### src/slice_alu_pkg.sv
package slice_alu_pkg;

  // Slice width and storage sizes
  localparam int          DATA_W         = 2;
  localparam int          FUNC_W         = 7;
  localparam int          RCODE_W        = 4;
  localparam int          FGROUP_W       = 3;
  localparam int          SCRATCH_COUNT  = 11;

  // Function bus field positions
  localparam int          FGROUP_LSB     = 4;
  localparam int          RCODE_LSB      = 0;

  // Function group codes
  localparam logic [2:0]  FG_ADD_ACC     = 3'h0;
  localparam logic [2:0]  FG_ADDR_LOAD   = 3'h1;
  localparam logic [2:0]  FG_DEC_STORE   = 3'h2;
  localparam logic [2:0]  FG_ADD_REG     = 3'h3;
  localparam logic [2:0]  FG_AND3        = 3'h4;
  localparam logic [2:0]  FG_AND_TEST    = 3'h5;

  // Register code decode table
  localparam logic [3:0]  RC_SCRATCH_MAX = 4'h9;
  localparam logic [3:0]  RC_TEMP_I      = 4'ha;
  localparam logic [3:0]  RC_ACC_I       = 4'hb;
  localparam logic [3:0]  RC_ACC_II      = 4'hc;
  localparam logic [3:0]  RC_TEMP_II     = 4'hd;
  localparam logic [3:0]  RC_ACC_III     = 4'he;
  localparam logic [3:0]  RC_TEMP_III    = 4'hf;

  // Scratchpad slot holding the temp register
  localparam logic [3:0]  TEMP_IDX       = 4'ha;

  // Mask constants and reset values
  localparam logic [1:0]  MASK_ZERO      = 2'h0;
  localparam logic [1:0]  ALL_ONES       = 2'h3;
  localparam logic [1:0]  ACC_RST        = 2'h0;
  localparam logic [1:0]  ADDR_RST       = 2'h0;
  localparam logic [1:0]  SCRATCH_RST    = 2'h0;

  // Register group selected by the low function bits
  typedef enum logic [1:0] {
    RG_I,
    RG_II,
    RG_III
  } rgroup_e;

endpackage : slice_alu_pkg

### src/bit_slice_microfunction_alu.sv
`timescale 1ns/1ps
// Functional notes
// RULE1: Group 0 scratch: (acc AND mask)+reg+carry into acc and that reg.
// RULE2: Group 0, mask 11, register is acc: acc shifted left one bit.
// RULE3: Group 0 group II: (acc AND mask)+carry+memory into acc or temp.
// RULE4: Group 0 group III: shift acc or temp right, low bit out, fill high.
// RULE5: Group 1 scratch: address gets reg OR mask; reg gets reg+mask+carry.
// RULE6: Group 1, mask 11: address all ones, reg decremented unless carry set.
// RULE7: Group 1 group II: address gets memory OR mask; mask+memory+carry stored.
// RULE8: Group 1 group III: (mask OR not reg)+(reg AND mask)+carry written back.
// RULE9: Group 2: (mask AND acc)-1+carry into scratch or acc/temp.
// RULE10: Group 2 group III: (mask AND input bus)-1+carry into acc or temp.
// RULE11: Group 3 scratch: (acc AND mask)+reg+carry into reg; acc kept.
// RULE12: Group 3 group II behaves exactly as group 0 group II.
// RULE13: Group 3 group III: (mask AND input)+carry+reg written to reg.
// RULE14: Group 4 scratch: mask AND acc AND reg; carry out ORs result bits.
// RULE15: Group 4 group II: mask AND acc AND memory; carry out ORs result.
// RULE16: Group 4 group III: input AND mask AND reg; carry out ORs result.
// RULE17: Group 5 scratch: mask AND reg written back; zero test on carry.
// RULE18: Group 5 group II: mask AND memory stored; carry out ORs result.
// RULE19: Group 2 mask 00: carry minus one, clearing or setting destination.
// RULE20: AND groups with mask 00 clear destination and pass carry through.
// RULE21: Function group in upper three bits, register code in lower four.
// RULE22: Group I reaches ten scratch, temp and acc; II/III only acc, temp.
// RULE23: Commit on falling edge; missing clock pulse leaves registers unchanged.
// RULE24: All datapaths two bits wide; ripple carry chains slices. Here carry_out is registered, so the carry cannot ripple within one cycle.
// RULE25: Register code decode given as a table of named constants.
module bit_slice_microfunction_alu (
  // Clock and reset
  input  wire logic                                   clk,
  input  wire logic                                   rst,
  // Micro-function and mask from the sequencer
  input  wire logic [slice_alu_pkg::FUNC_W-1:0]       func_bus,
  input  wire logic [slice_alu_pkg::DATA_W-1:0]       mask_bus,
  input  wire logic                                   pulse_present,
  // Data inputs
  input  wire logic [slice_alu_pkg::DATA_W-1:0]       memory_in_bus,
  input  wire logic [slice_alu_pkg::DATA_W-1:0]       io_in_bus,
  // Carry and shift chain inputs
  input  wire logic                                   carry_in,
  input  wire logic                                   shift_in_left,
  // Register outputs
  output logic      [slice_alu_pkg::DATA_W-1:0]       accumulator,
  output logic      [slice_alu_pkg::DATA_W-1:0]       address_register,
  // Carry and shift chain outputs
  output logic                                        carry_out,
  output logic                                        shift_out_right
);
  import slice_alu_pkg::*;

  // Limits of this model, for whoever chains slices together:
  // carry_out and shift_out_right are registered on the falling edge,
  // so a wide word cannot ripple its carry within one micro-cycle here;
  // groups 6 and 7, and group 5 with register group III, store nothing;
  // rst exists only so that simulation starts from known contents,
  // the slice itself clears nothing at power-up.

  // Storage
  logic [DATA_W-1:0]   accumulator_r;
  logic [DATA_W-1:0]   address_register_r;
  logic [DATA_W-1:0]   scratch_r [0:SCRATCH_COUNT-1];
  logic                carry_out_r;
  logic                shift_out_right_r;

  // Decode results
  logic [FGROUP_W-1:0] fgroup;
  logic [RCODE_W-1:0]  rcode;
  rgroup_e             rgroup;
  logic                tgt_acc;
  logic [RCODE_W-1:0]  tgt_idx;
  logic [DATA_W-1:0]   tgt_val;

  // Operation results
  logic [DATA_W-1:0]   res;
  logic [DATA_W:0]     sum3;
  logic                cout;
  logic                sro;
  logic                wr_tgt;
  logic                wr_acc_also;
  logic                wr_addr;
  logic [DATA_W-1:0]   addr_val;

  // Commit strobes; a missing pulse blocks every scratch, accumulator and address write
  logic                commit_tgt;
  logic                commit_acc;
  logic                commit_addr;

  // Split the function bus into group and register code
  // Both fields decode in the same cycle, with no pipeline stage
  assign fgroup = func_bus[FGROUP_LSB +: FGROUP_W]; // RULE21
  assign rcode  = func_bus[RCODE_LSB +: RCODE_W]; // RULE21

  // Register code table: which group and which storage element
  always_comb begin
    rgroup  = RG_I;
    tgt_acc = 1'b0;
    tgt_idx = rcode;
    // Codes 0xa to 0xf are fixed; 0 to 9 fall through to scratch
    case (rcode)
      RC_TEMP_I: begin
        rgroup  = RG_I; // RULE25
        tgt_idx = TEMP_IDX;
      end
      RC_ACC_I: begin
        rgroup  = RG_I; // RULE25
        tgt_acc = 1'b1;
      end
      RC_ACC_II: begin
        rgroup  = RG_II; // RULE22
        tgt_acc = 1'b1;
      end
      RC_TEMP_II: begin
        rgroup  = RG_II; // RULE22
        tgt_idx = TEMP_IDX;
      end
      RC_ACC_III: begin
        rgroup  = RG_III; // RULE22
        tgt_acc = 1'b1;
      end
      RC_TEMP_III: begin
        rgroup  = RG_III; // RULE22
        tgt_idx = TEMP_IDX;
      end
      default: begin
        // Codes up to RC_SCRATCH_MAX pick scratch 0..9
        rgroup  = RG_I; // RULE22
        tgt_idx = rcode;
      end
    endcase
  end

  // Current value of the selected register, acc or scratchpad slot
  // Temp sits in slot 10, so one read mux serves scratch and temp
  always_comb begin
    tgt_val = accumulator_r;
    if (!tgt_acc && tgt_idx <= TEMP_IDX) begin
      tgt_val = scratch_r[tgt_idx];
    end
  end

  // Arithmetic/logic section; every path is one 2-bit slice wide
  always_comb begin
    res         = MASK_ZERO;
    sum3        = '0;
    cout        = carry_in;
    sro         = 1'b0;
    wr_tgt      = 1'b0;
    wr_acc_also = 1'b0;
    wr_addr     = 1'b0;
    addr_val    = ADDR_RST;
    case (fgroup)
      FG_ADD_ACC: begin
        case (rgroup)
          RG_I: begin
            // Acc as the register with mask 11 gives 2*acc+carry, a left shift
            sum3        = {1'b0, accumulator_r & mask_bus} + {1'b0, tgt_val}
                        + {{DATA_W{1'b0}}, carry_in}; // RULE1 RULE2
            res         = sum3[DATA_W-1:0];
            cout        = sum3[DATA_W]; // RULE24
            wr_tgt      = 1'b1; // RULE1
            wr_acc_also = 1'b1; // RULE1
          end
          RG_II: begin
            // Memory operand takes the register's place
            sum3   = {1'b0, accumulator_r & mask_bus} + {1'b0, memory_in_bus}
                   + {{DATA_W{1'b0}}, carry_in}; // RULE3
            res    = sum3[DATA_W-1:0];
            cout   = sum3[DATA_W];
            wr_tgt = 1'b1; // RULE3
          end
          default: begin
            // Right shift; carry passes so the chain stays defined
            res    = {shift_in_left, tgt_val[DATA_W-1:1]}; // RULE4
            sro    = tgt_val[0]; // RULE4
            wr_tgt = 1'b1; // RULE4
          end
        endcase
      end
      FG_ADDR_LOAD: begin
        case (rgroup)
          RG_I: begin
            // Mask 11 adds three: a decrement that carry can cancel
            addr_val = tgt_val | mask_bus; // RULE5 RULE6
            wr_addr  = 1'b1; // RULE5
            sum3     = {1'b0, mask_bus} + {1'b0, tgt_val}
                     + {{DATA_W{1'b0}}, carry_in}; // RULE5 RULE6
            res      = sum3[DATA_W-1:0];
            cout     = sum3[DATA_W];
            wr_tgt   = 1'b1; // RULE5
          end
          RG_II: begin
            // Mask 11 gives an all-ones address and memory minus one
            addr_val = memory_in_bus | mask_bus; // RULE7
            wr_addr  = 1'b1; // RULE7
            sum3     = {1'b0, mask_bus} + {1'b0, memory_in_bus}
                     + {{DATA_W{1'b0}}, carry_in}; // RULE7
            res      = sum3[DATA_W-1:0];
            cout     = sum3[DATA_W];
            wr_tgt   = 1'b1; // RULE7
          end
          default: begin
            // Mask 00 complements, mask 11 decrements acc or temp
            sum3   = {1'b0, mask_bus | ~tgt_val} + {1'b0, tgt_val & mask_bus}
                   + {{DATA_W{1'b0}}, carry_in}; // RULE8
            res    = sum3[DATA_W-1:0];
            cout   = sum3[DATA_W];
            wr_tgt = 1'b1; // RULE8
          end
        endcase
      end
      FG_DEC_STORE: begin
        // Minus one is added as all ones; mask 00 leaves carry-1
        if (rgroup == RG_III) begin
          sum3 = {1'b0, mask_bus & io_in_bus} + {1'b0, ALL_ONES}
               + {{DATA_W{1'b0}}, carry_in}; // RULE10 RULE19
        end else begin
          sum3 = {1'b0, mask_bus & accumulator_r} + {1'b0, ALL_ONES}
               + {{DATA_W{1'b0}}, carry_in}; // RULE9 RULE19
        end
        res    = sum3[DATA_W-1:0];
        cout   = sum3[DATA_W];
        wr_tgt = 1'b1; // RULE9 RULE10
      end
      FG_ADD_REG: begin
        case (rgroup)
          RG_I: begin
            // Only the register is written; acc untouched unless RC_ACC_I makes it the register
            sum3   = {1'b0, accumulator_r & mask_bus} + {1'b0, tgt_val}
                   + {{DATA_W{1'b0}}, carry_in}; // RULE11
            res    = sum3[DATA_W-1:0];
            cout   = sum3[DATA_W];
            wr_tgt = 1'b1; // RULE11
          end
          RG_II: begin
            // Same datapath as group 0, register group II
            sum3   = {1'b0, accumulator_r & mask_bus} + {1'b0, memory_in_bus}
                   + {{DATA_W{1'b0}}, carry_in}; // RULE12
            res    = sum3[DATA_W-1:0];
            cout   = sum3[DATA_W];
            wr_tgt = 1'b1; // RULE12
          end
          default: begin
            // Masked input bus added into acc or temp
            sum3   = {1'b0, mask_bus & io_in_bus} + {1'b0, tgt_val}
                   + {{DATA_W{1'b0}}, carry_in}; // RULE13
            res    = sum3[DATA_W-1:0];
            cout   = sum3[DATA_W];
            wr_tgt = 1'b1; // RULE13
          end
        endcase
      end
      FG_AND3: begin
        // Carry circuit reused as a word-wise OR for bit testing
        case (rgroup)
          RG_I:    res = mask_bus & accumulator_r & tgt_val; // RULE14 RULE20
          RG_II:   res = mask_bus & accumulator_r & memory_in_bus; // RULE15 RULE20
          default: res = io_in_bus & mask_bus & tgt_val; // RULE16 RULE20
        endcase
        cout   = carry_in | (|res); // RULE14 RULE15 RULE16
        wr_tgt = 1'b1;
      end
      FG_AND_TEST: begin
        // Mask 11 makes these zero tests: carry shows any one bit
        case (rgroup)
          RG_I: begin
            res    = mask_bus & tgt_val; // RULE17 RULE20
            cout   = carry_in | (|res); // RULE17
            wr_tgt = 1'b1;
          end
          RG_II: begin
            res    = mask_bus & memory_in_bus; // RULE18 RULE20
            cout   = carry_in | (|res); // RULE18
            wr_tgt = 1'b1;
          end
          default: begin
            // Not implemented here: no write, carry passes through
            res = MASK_ZERO;
          end
        endcase
      end
      default: begin
        // Unimplemented groups act as a null operation
        res = MASK_ZERO;
      end
    endcase
  end

  // A gated clock pulse is modelled by pulse_present
  assign commit_tgt = pulse_present && wr_tgt; // RULE23
  assign commit_acc = pulse_present && ((wr_tgt && tgt_acc) || wr_acc_also); // RULE23
  assign commit_addr = pulse_present && wr_addr; // RULE23

  // Scratchpad and temp register, one write port per slot
  // Slot index is a constant per copy, so each slot has one driver
  for (genvar g = 0; g < SCRATCH_COUNT; g++) begin : g_scratch
    always_ff @(negedge clk) begin
      if (rst) begin
        scratch_r[g] <= SCRATCH_RST;
      end else if (commit_tgt && !tgt_acc && tgt_idx == RCODE_W'(g)) begin
        scratch_r[g] <= res; // RULE23
      end
    end
  end

  // Accumulator, written on the falling edge only
  // Group 0 register group I writes here as well as the scratch slot
  always_ff @(negedge clk) begin
    if (rst) begin
      accumulator_r <= ACC_RST;
    end else if (commit_acc) begin
      accumulator_r <= res; // RULE1 RULE23
    end
  end

  // Address register for groups that load it
  // Other groups leave the last address standing on the pins
  always_ff @(negedge clk) begin
    if (rst) begin
      address_register_r <= ADDR_RST;
    end else if (commit_addr) begin
      address_register_r <= addr_val; // RULE5 RULE23
    end
  end

  // Chain outputs sampled every falling edge so tests work without a pulse
  // Trade-off: registered for clean outputs, at the cost of live ripple
  always_ff @(negedge clk) begin
    if (rst) begin
      carry_out_r       <= 1'b0;
      shift_out_right_r <= 1'b0;
    end else begin
      carry_out_r       <= cout; // RULE24
      shift_out_right_r <= sro; // RULE4
    end
  end

  // Every output comes straight from a flip-flop
  assign accumulator      = accumulator_r;
  assign address_register = address_register_r;
  assign carry_out        = carry_out_r;
  assign shift_out_right  = shift_out_right_r;

endmodule : bit_slice_microfunction_alu

### config.mk
export PLATFORM = sky130hd
export DESIGN_NAME = bit_slice_microfunction_alu
export DESIGN_NICKNAME = d
export VERILOG_FILES = /design/src/slice_alu_pkg.sv /design/src/bit_slice_microfunction_alu.sv
export SDC_FILE = /design/constraint.sdc
export NUM_CORES = 1
export LEC_CHECK = 0
export ABC_AREA = 1
export BUFFER_PORTS_ARGS = -buffer_cell sky130_fd_sc_hd__buf_2
export CAP_MARGIN = 25
export CORE_AREA = 2 2 60 119
export DETAILED_ROUTE_END_ITERATION = 7
export DIE_AREA = 0 0 62 121
export GPL_TIMING_DRIVEN = 0
export PLACE_DENSITY = 0.58
export SLEW_MARGIN = 40
export SYNTH_ARGS = -nofsm -noshare
export SYNTH_HDL_FRONTEND = slang
export SYNTH_SLANG_ARGS = --single-unit
### constraint.sdc
create_clock -name clk -period 4.3 [get_ports clk]
set_input_delay 0.43 -clock clk [delete_from_list [all_inputs] [get_ports clk]]
set_output_delay 0.43 -clock clk [all_outputs]
set_load 0.005 [all_outputs]
==> flow_summary.toml, run 1 <==
[run_status]
status = "complete, but fails checks"
violations = "negative setup slack"

[floorplanning]
die-area_mm2 = 0.00750
start_util_pct = 39.3
ioPinCount = 24
fp.coreArea_mm2 = 0.00657
rows = 42
die_w_um = 62
die_y_um = 121

[synth]
avgSynthCellArea_um2 = 7.23
syn-cell-area_mm2 = 0.00258
synth_cell_types = 39
synth_seq_cells = 28
synth_ff_type = "edfxtp_1"
synthesis.nets = 397
netlist_instances = 357
seq_area_frac_synth_pct = 30.2
yosysWarnings = 0
async_flop_share_pct = 0
synth_edf_count = 22

[routing]
vias = 2598
detail-route-antenna-nets = 0
routed_via_density = 5.01
avgRoutedWirePerCell_um = 15.8
wl_um = 8200
drc = 0
drtIter0Drc = 172
first_pass_iters = 4

[global_routing]
grt_use_total_pct = 24.4
grt_max_degree = 16
grt_pass1_wl_um = 13100
grt_use_met1_pct = 20.4
met2_usage_pct = 46.2
grt_pass1_vias = 2755
grt-ovfl-total = 0
top_usage_layer = "met2"
antenna_found_initial = 0
grt_use_met3_pct = 4.37

[power_and_ir_drop]
power_leakage_nw = 1.68
ir_drop_v = 0.000163
p_per_area_mw_per_mm2 = 279
report.power.total_w = 0.000945

[sta]
drv_slew = 0
hold_viol = 0
rsz0062_at_grt = "true"
tightest_slew_ps = 549
setup_ws_ps = -993
setup_viol = 25
fin_skew_ps = 14.4
timing.slew.headroom_pct = 63.4

[clocking]
clkTransAtPathRegs_ps = 30
numCtsBuffers = 3
htree_num_levels = 1
root_buffer = "clkbuf_16"
cts_sinks = 28
clk_latency_ps = 360
cts_tree = "yes"
clk_path_buf_depth = 2

[finish]
layout-drive-gt1-share_pct = 26.5
fin_nets = 472
final_common_cell = "nand2_1"
n_antenna_cell = 0
final_cell_area_mm2 = 0.00339
mostFrequentLayoutCells = "nand2_1, inv_1, nor2_1, nand3_1, edfxtp_1"
syn2layout_area_growth_pct = 31.3

[setup_path]
arrival_ps = 3240
setup.worst_path.end_class = "flop"
cp.required_ps = 2250
start_kind = "input pin"
crit_fanout = 10
path_class = "input pin to flop"
reg2reg_depth = 15

[placement]
port_buffers = 21
dpl.hpwl_um = 6100
dpl-instance-area_mm2 = 0.00285
gp_congestion = 0.964

[min_path]
worstHoldPathType = "flop to flop"
holdPathStages = 2

[job]
drv_cap = 0
## final timing paths
path	to	startpoint	slack [ps]
worst max-delay path	scratch_r[6][1]$_SDFFCE_NN0P_	func_bus[2]	-990
worst min-delay path	address_register[1]$_SDFFE_NP0P_	address_register[1]$_SDFFE_NP0P_	520
worst max register to register	scratch_r[6][1]$_SDFFCE_NN0P_	scratch_r[8][0]$_SDFFCE_NN0P_	1250
worst min register to register	address_register[1]$_SDFFE_NP0P_	address_register[1]$_SDFFE_NP0P_	520
## layer usage
metal / share of wire [%] / vias up
li1: - / 1296
met1: 31 / 1198
met2: 61 / 74
met3: 2.8 / 30
met4: 5.8 / 0
met5: 0 / -
## registers in the layout, indices dropped and copies added, names as in the netlist
signal / cells
accumulator: 2
carry_out: 1
shift_out_right: 1
address_register: 2
scratch_r: 22
## cells in the mapped netlist (6+ instances only)
master     n  area [um^2]
edfxtp_1  22          661
inv_1     45          169
nor2_2    11         68.8
o21ai_0    7         35.0
nor2_1    42          158
nand3_1   29          145
fa_1      10          200
inv_2      6         22.5
ha_1      12          150
nand2_1   99          372
a21oi_1   14         70.1
dfxtp_1    6          120
## through the flow
stage,utilization [%],setup TNS (ps),cells,hold WS (ps),setup slack (ps)
6_report,51.6,-20200,519,517,-993
5_1_grt,51.6,-23330,519,562,-1140
4_1_cts,50.9,-19420,516,516,-998
3_5_place_dp,43.4,-41780,466,507,-1660
3_3_place_gp,43.4,-42190,466,498,-1630
2_1_floorplan,-,-20790,357,491,-1080
## power by group
group	internal [W]	leakage (nW)	switching, W	total [W]
combinational	0.000132	1.21	0.000186	0.000318
clock	0.000160	0.186	0.000159	0.000319
sequential	0.000304	0.282	0.00000454	0.000308
total	0.000595	1.68	0.000350	0.000945
## kinds of logic after synthesis
family          after synthesis  synth area share [%]
flops                        28                  30.2
simple gates                203                  35.2
xor+xnor                      2                 0.678
fa+ha+maj                    22                  13.6
buf+inv                      61                  10.4
compound gates               41                  9.93
## worst max-delay path, stage by stage
cell	delay, ps
buf_12	110
nand2_8	80
nand2_4	70
buf_6	130
nand2_2	40
o211ai_1	100
a21oi_2	240
nand2_4	100
buf_4	160
fa_1	380
fa_1	480
o21ai_1	80
a32oi_1	210
nand3_1	130
a21oi_2	140
and2_4	170
buf_12	140
nor2_2	40
## cell type report
| cell class | count | area, um^2 |
|---|---|---|
| plain buffers | 9 | 105 |
| clock buffers | 3 | 75.1 |
| clock inverters | 29 | 110 |
| fillers | 684 | 3180 |
| inverters | 51 | 203 |
| multi-input cells | 268 | 1690 |
| flip-flops and latches | 28 | 781 |
| well taps | 88 | 110 |
| repair buffers | 43 | 320 |
## what timing repair did
item                                    4_1_cts  5_1_grt
setup buffers                                17        3
endpoints found under the setup margin       31       32
hold buffers                                  0        0
pin swaps                                    15        6
resized for setup                            39        7
cloned                                        2        0
Note: power is estimated with default switching activity, not from simulation.
==> run 2: changes to the inputs <==
CORE_AREA = 2 2 84 86   (was 2 2 60 119)
DIE_AREA = 0 0 86 88   (was 0 0 62 121)
==> run 2 against run 1 <==
- the flow still finishes with violations (negative setup slack)
- via count down 0.15%
- clock power decreased by 22%
- hold slack got worse by 17 ps
- sequential power hardly changed
- worst setup slack improved by 6.7 ps
- power shrank 9.6%
- count of clock-buffer cells in the layout stayed put
- non-clock buffer count decreased by 4
- routed wire length fell by 12%
- global-route usage decreased by 4.3 points
- critical path type unchanged
==> flow_summary.toml, run 2 (synthesis gave the netlist of run 1 again) <==
[run_status]
status = "complete, but fails checks"
violations = "negative setup slack"

[sta]
tightest_slew_ps = 596
hold_viol = 0
rsz0062_at_grt = "true"
timing.slew.headroom_pct = 60.3
setup_viol = 25
drv_slew = 0
setup_ws_ps = -986
fin_skew_ps = 13.4

[routing]
wl_um = 7210
detail-route-antenna-nets = 0
vias = 2594
avgRoutedWirePerCell_um = 14.2
drtIter0Drc = 286
first_pass_iters = 4
routed_via_density = 5.12
drc = 0

[global_routing]
grt_pass1_wl_um = 12000
grt-ovfl-total = 0
grt_pass1_vias = 2545
antenna_found_initial = 0
top_usage_layer = "met2"
grt_use_met3_pct = 4.24
grt_use_total_pct = 20.1
grt_use_met1_pct = 28.3
grt_max_degree = 17
met2_usage_pct = 31.5

[clocking]
clkTransAtPathRegs_ps = 40
numCtsBuffers = 3
clk_latency_ps = 350
cts_sinks = 28
cts_hold_buf = 0
cts_tree = "yes"
root_buffer = "clkbuf_8"
htree_num_levels = 1
clk_path_buf_depth = 2

[placement]
dpl-instance-area_mm2 = 0.00284
gp_congestion = 0.906
dpl.hpwl_um = 5310
port_buffers = 21

[job]
drv_cap = 0

[setup_path]
arrival_ps = 3230
crit_top_cell = "a21oi_2"
crit_path_max_incr_delay_ps = 420
path_class = "input pin to flop"
r2r_start = "scratch_r[8][0]$_SDFFCE_NN0P_"
reg2reg_depth = 16
path_cells = "buf_12 > nand2_8 > nand2_4 > buf_6 > nand2_2 > o211ai_1 > a21oi_2 > nand2_4 > fa_2 > inv_2 > fa_1 > a21oi_2 > o21ai_1 > a32oi_1 > nand3_1 > a21oi_2 > and2_4 > buf_12 > nor2_2"
start_kind = "input pin"
cp.required_ps = 2240
regToRegSetupSlack_ps = 1280
cp_top_family = "compound AO/OA/AOI/OAI gates"
worst-path-buf-inv = 4
worst_r2r_endpoint = "scratch_r[5][1]$_SDFFCE_NN0P_"
crit_fanout = 10
slowest_stage = "fa_1"
setup.worst_path.end_class = "flop"

[power_and_ir_drop]
ir_drop_v = 0.000124
p_per_area_mw_per_mm2 = 260
report.power.total_w = 0.000854
power_leakage_nw = 1.64

[finish]
layout-drive-gt1-share_pct = 24.1
top_register = "scratch_r"
syn2layout_area_growth_pct = 27.4
mostFrequentLayoutCells = "nand2_1, inv_1, nor2_1, nand3_1, edfxtp_1"
fill_cells = 664
final_cell_area_mm2 = 0.00329
n_antenna_cell = 0
largest_reg_flops = 22
fin_nets = 468
final_common_cell = "nand2_1"

[floorplanning]
die_y_um = 88
ioPinCount = 24
fp.coreArea_mm2 = 0.00664
die-area_mm2 = 0.00757
die_w_um = 86
rows = 30
start_util_pct = 38.9

[min_path]
min_from = "address_register[1]$_SDFFE_NP0P_"
holdPathStages = 2
worstHoldPathType = "flop to flop"
worstHoldEndpoint = "address_register[1]$_SDFFE_NP0P_"
-- run 2: changes by cell type in the layout (fill, tap and decap cells not counted), moves of 2 or more --
cell       previous run  this run
inv_4                 1         4
buf_4                21        17
nor2_1               36        41
clkbuf_16             3         1
nor2_2               17        12
nand2_2               7         3
clkbuf_8              0         3
nand2_1              90        94
-- run 2: cell type report --
| type | instances | area (um^2) | area share (%) |
|---|---|---|---|
| Multi-Input combinational cell | 268 | 1670 | 50.6 |
| Clock inverter | 29 | 111 | 3.38 |
| Sequential cell | 28 | 781 | 23.7 |
| Timing Repair Buffer | 39 | 283 | 8.59 |
| Inverter | 51 | 203 | 6.16 |
| Tap cell | 80 | 100 | 3.04 |
| Clock buffer | 3 | 41.3 | 1.25 |
| Buffer | 9 | 105 | 3.19 |
-- run 2: routing by layer --
metal  routed length (um)  vias to the layer above
met2                 3330                       91
met1                 3330                     1217
met4                   14                        0
li1                     -                     1284
met3                  536                        2
met5                    0                        -
-- run 2: what timing repair did --
item / in CTS / in global routing
pin swaps: 9 / 7
setup buffers: 12 / 4
endpoints found under the setup margin: 31 / 31
gates resized for setup: 24 / 15
gates cloned: 1 / 1
-- run 2: stage by stage --
step	util, %	TNS, ps	cells	hold slack, ps	worst slack, ps
after detailed placement	42.7	-38600	458	491	-1570
after CTS	47.8	-18490	502	502	-943
after floorplan	-	-20790	357	491	-1080
after global routing	49.5	-22430	507	538	-1120
final	49.5	-19370	507	500	-986
after global placement	42.7	-39190	458	497	-1600
-- run 2: worst reg2reg max path: stages, from the launching register on --
cell	delay (ps)
edfxtp_1	310
inv_1	50
nand2_2	50
o211ai_1	120
a21oi_2	230
nand2_4	100
fa_2	340
inv_2	60
fa_1	420
a21oi_2	170
o21ai_1	90
a32oi_1	200
nand3_1	120
a21oi_2	150
and2_4	180
buf_12	140
nor2_2	40
-- run 2: how the worst max path moves through the flow --
stage | startpoint | end | depth (start not counted)
2_1_floorplan | func_bus[3] | scratch_r[3][1]$_SDFFCE_NN0P_ | 19
3_3_place_gp | func_bus[2] | scratch_r[5][1]$_SDFFCE_NN0P_ | 19
3_5_place_dp | func_bus[2] | scratch_r[5][1]$_SDFFCE_NN0P_ | 19
4_1_cts | func_bus[2] | scratch_r[5][1]$_SDFFCE_NN0P_ | 19
5_1_grt | func_bus[2] | scratch_r[4][1]$_SDFFCE_NN0P_ | 18
6_report | func_bus[2] | scratch_r[5][1]$_SDFFCE_NN0P_ | 19
-- run 2: power by group --
| group | leakage [nW] | switching, W | internal (W) | total (W) |
|---|---|---|---|---|
| logic | 1.19 | 0.000175 | 0.000123 | 0.000299 |
| clock network | 0.175 | 0.000148 | 0.000100 | 0.000248 |
| registers | 0.282 | 0.00000455 | 0.000303 | 0.000308 |
==> run 3: changes to the inputs <==
CORE_AREA = 4 4 86 88   (was 2 2 84 86)
DIE_AREA = 0 0 90 92   (was 0 0 86 88)
MAX_ROUTING_LAYER = met4   (was unset)
==> run 3 against run 2 <==
- the run still ends with negative setup slack left
- final cell count grew 1.6%
- sequential share of layout area down 0.55 points
- first-iteration DRC count fell by 23%
- core utilization increased by 1.2 points
- via count up 2.0%
- worst setup slack got worse by 11 ps
- clock skew up 3.1 ps
==> flow_summary.toml, run 3 (synthesis gave the netlist of run 1 again) <==
[clocking]
cts_sinks = 28
clk_latency_ps = 360
clkTransAtPathRegs_ps = 30
cts_tree = "yes"
htree_num_levels = 1
numCtsBuffers = 3
clk_path_buf_depth = 2
cts_hold_buf = 0
root_buffer = "clkbuf_8"

[floorplanning]
die_w_um = 90
start_util_pct = 38.9
fp.coreArea_mm2 = 0.00664
ioPinCount = 24
rows = 30
die_y_um = 92
die-area_mm2 = 0.00828

[routing]
detail-route-antenna-nets = 0
routed_via_density = 5.14
drtIter0Drc = 221
first_pass_iters = 5
vias = 2645
wl_um = 7480
avgRoutedWirePerCell_um = 14.5
drc = 0

[setup_path]
crit_top_cell = "buf_12"
setup.worst_path.end_class = "flop"
slowest_stage = "fa_1"
r2r_start = "scratch_r[8][0]$_SDFFCE_NN0P_"
regToRegSetupSlack_ps = 1270
path_cells = "buf_12 > nand2_8 > nand2_4 > buf_6 > nand2_2 > o211ai_1 > a21oi_2 > nand2_4 > buf_12 > fa_1 > fa_1 > o21ai_1 > a32oi_1 > nand3_1 > a21oi_2 > and2_4 > buf_12 > nor2_2"
path_class = "input pin to flop"
arrival_ps = 3240
worst-path-buf-inv = 4
crit_path_max_incr_delay_ps = 490
cp_top_family = "adder cells"
crit_fanout = 10
start_kind = "input pin"
reg2reg_depth = 15
worst_r2r_endpoint = "scratch_r[8][1]$_SDFFCE_NN0P_"
cp.required_ps = 2240

[finish]
largest_reg_flops = 22
syn2layout_area_growth_pct = 30.4
top_register = "scratch_r"
final_common_cell = "nand2_1"
n_antenna_cell = 0
regArea_um2 = 781
finalNonFillerCells = 515
multi_input_area_mm2 = 0.00166
fill_cells = 649
fin_nets = 476
layout-drive-gt1-share_pct = 26.2
mostFrequentLayoutCells = "nand2_1, inv_1, nor2_1, nand3_1, edfxtp_1"
final_cell_area_mm2 = 0.00337

[min_path]
holdPathStages = 2
worstHoldEndpoint = "address_register[1]$_SDFFE_NP0P_"
min_from = "address_register[1]$_SDFFE_NP0P_"
worstHoldPathType = "flop to flop"

[placement]
gp_congestion = 0.893
dpl-instance-area_mm2 = 0.00284
dp.cells = 458
dpl.hpwl_um = 5380
port_buffers = 21

[sta]
setup_ws_ps = -997
timing.slew.headroom_pct = 62.1
tightest_slew_ps = 569
drv_slew = 0
setup_viol = 25
hold_slack_ps = 496
fin_skew_ps = 16.4
rsz0062_at_grt = "true"
hold_viol = 0

[run_status]
status = "complete, but fails checks"
violations = "negative setup slack"

[power_and_ir_drop]
power_leakage_nw = 1.68
p_per_area_mw_per_mm2 = 264
ir_drop_v = 0.000133

[global_routing]
grt_pass1_wl_um = 12300
grt_max_degree = 17
grt_use_total_pct = 18.8
antenna_found_initial = 0
grt_pass1_vias = 2546
grt-ovfl-total = 0

[job]
drv_cap = 0
run 3: cell types whose count changed in the layout (fill, tap and decap cells not counted), sizes merged:
cell,change
clkbuf,-1
buf,+9
run 3: cell type report:
type                    instances  share of cell area (%)
multi-input cells             268                    49.1
plain buffers                   9                    3.01
repair buffers                 47                    11.2
clock inverters                29                    3.31
clock buffers                   3                    1.23
flip-flops and latches         28                    23.2
well taps                      80                    2.97
inverters                      51                    5.94
run 3: worst max-delay path by stage:
stage,start,end,slack (ps),cells past startpoint
final,func_bus[2],scratch_r[8][1]$_SDFFCE_NN0P_,-1000,18
after global routing,func_bus[2],scratch_r[6][1]$_SDFFCE_NN0P_,-1090,19
after CTS,func_bus[2],scratch_r[7][1]$_SDFFCE_NN0P_,-970,19
after detailed placement,func_bus[2],scratch_r[7][1]$_SDFFCE_NN0P_,-1590,19
after global placement,func_bus[2],scratch_r[5][1]$_SDFFCE_NN0P_,-1590,19
after floorplan,func_bus[3],scratch_r[3][1]$_SDFFCE_NN0P_,-1080,19
run 3: tightest hold or removal path: stages (launching register included):
cell and delay [ps]:
dfxtp_1 320, o211ai_1 90, inv_1 50
run 3: metrics by stage:
stage / setup slack (ps) / utilization (%) / setup TNS, ps / total power [W]
after global routing: -1090 / 50.7 / -22460 / 0.000969
after global placement: -1590 / 42.7 / -39570 / 0.000589
final: -997 / 50.7 / -20100 / 0.000891
after floorplan: -1080 / - / -20790 / 0.000523
after CTS: -972 / 50.1 / -19130 / 0.000884
after detailed placement: -1590 / 42.7 / -39190 / 0.000591
run 3: power breakdown:
group | switching (W) | internal (W) | leakage [nW] | total, W
clock network | 0.000155 | 0.000100 | 0.175 | 0.000255
registers | 0.00000461 | 0.000303 | 0.282 | 0.000308
logic | 0.000183 | 0.000145 | 1.23 | 0.000328
run 3: metal layers:
layer  up-vias  global-route usage, %  routed length (um)  part of all wire, %
li1       1303                      -                   -                    -
met2        95                   29.3                3450                   46
met3         7                   4.10                 471                  6.3
met4         0                   3.95                  74                 0.99
met5         -                      -                   0                    0
met1      1240                   25.3                3480                   47
run 3: repair_timing:
item,in CTS,in global routing
gates resized for setup,33,8
setup buffers,24,3
setup endpoints to repair,31,31
cloned,2,0
pin swaps,12,6
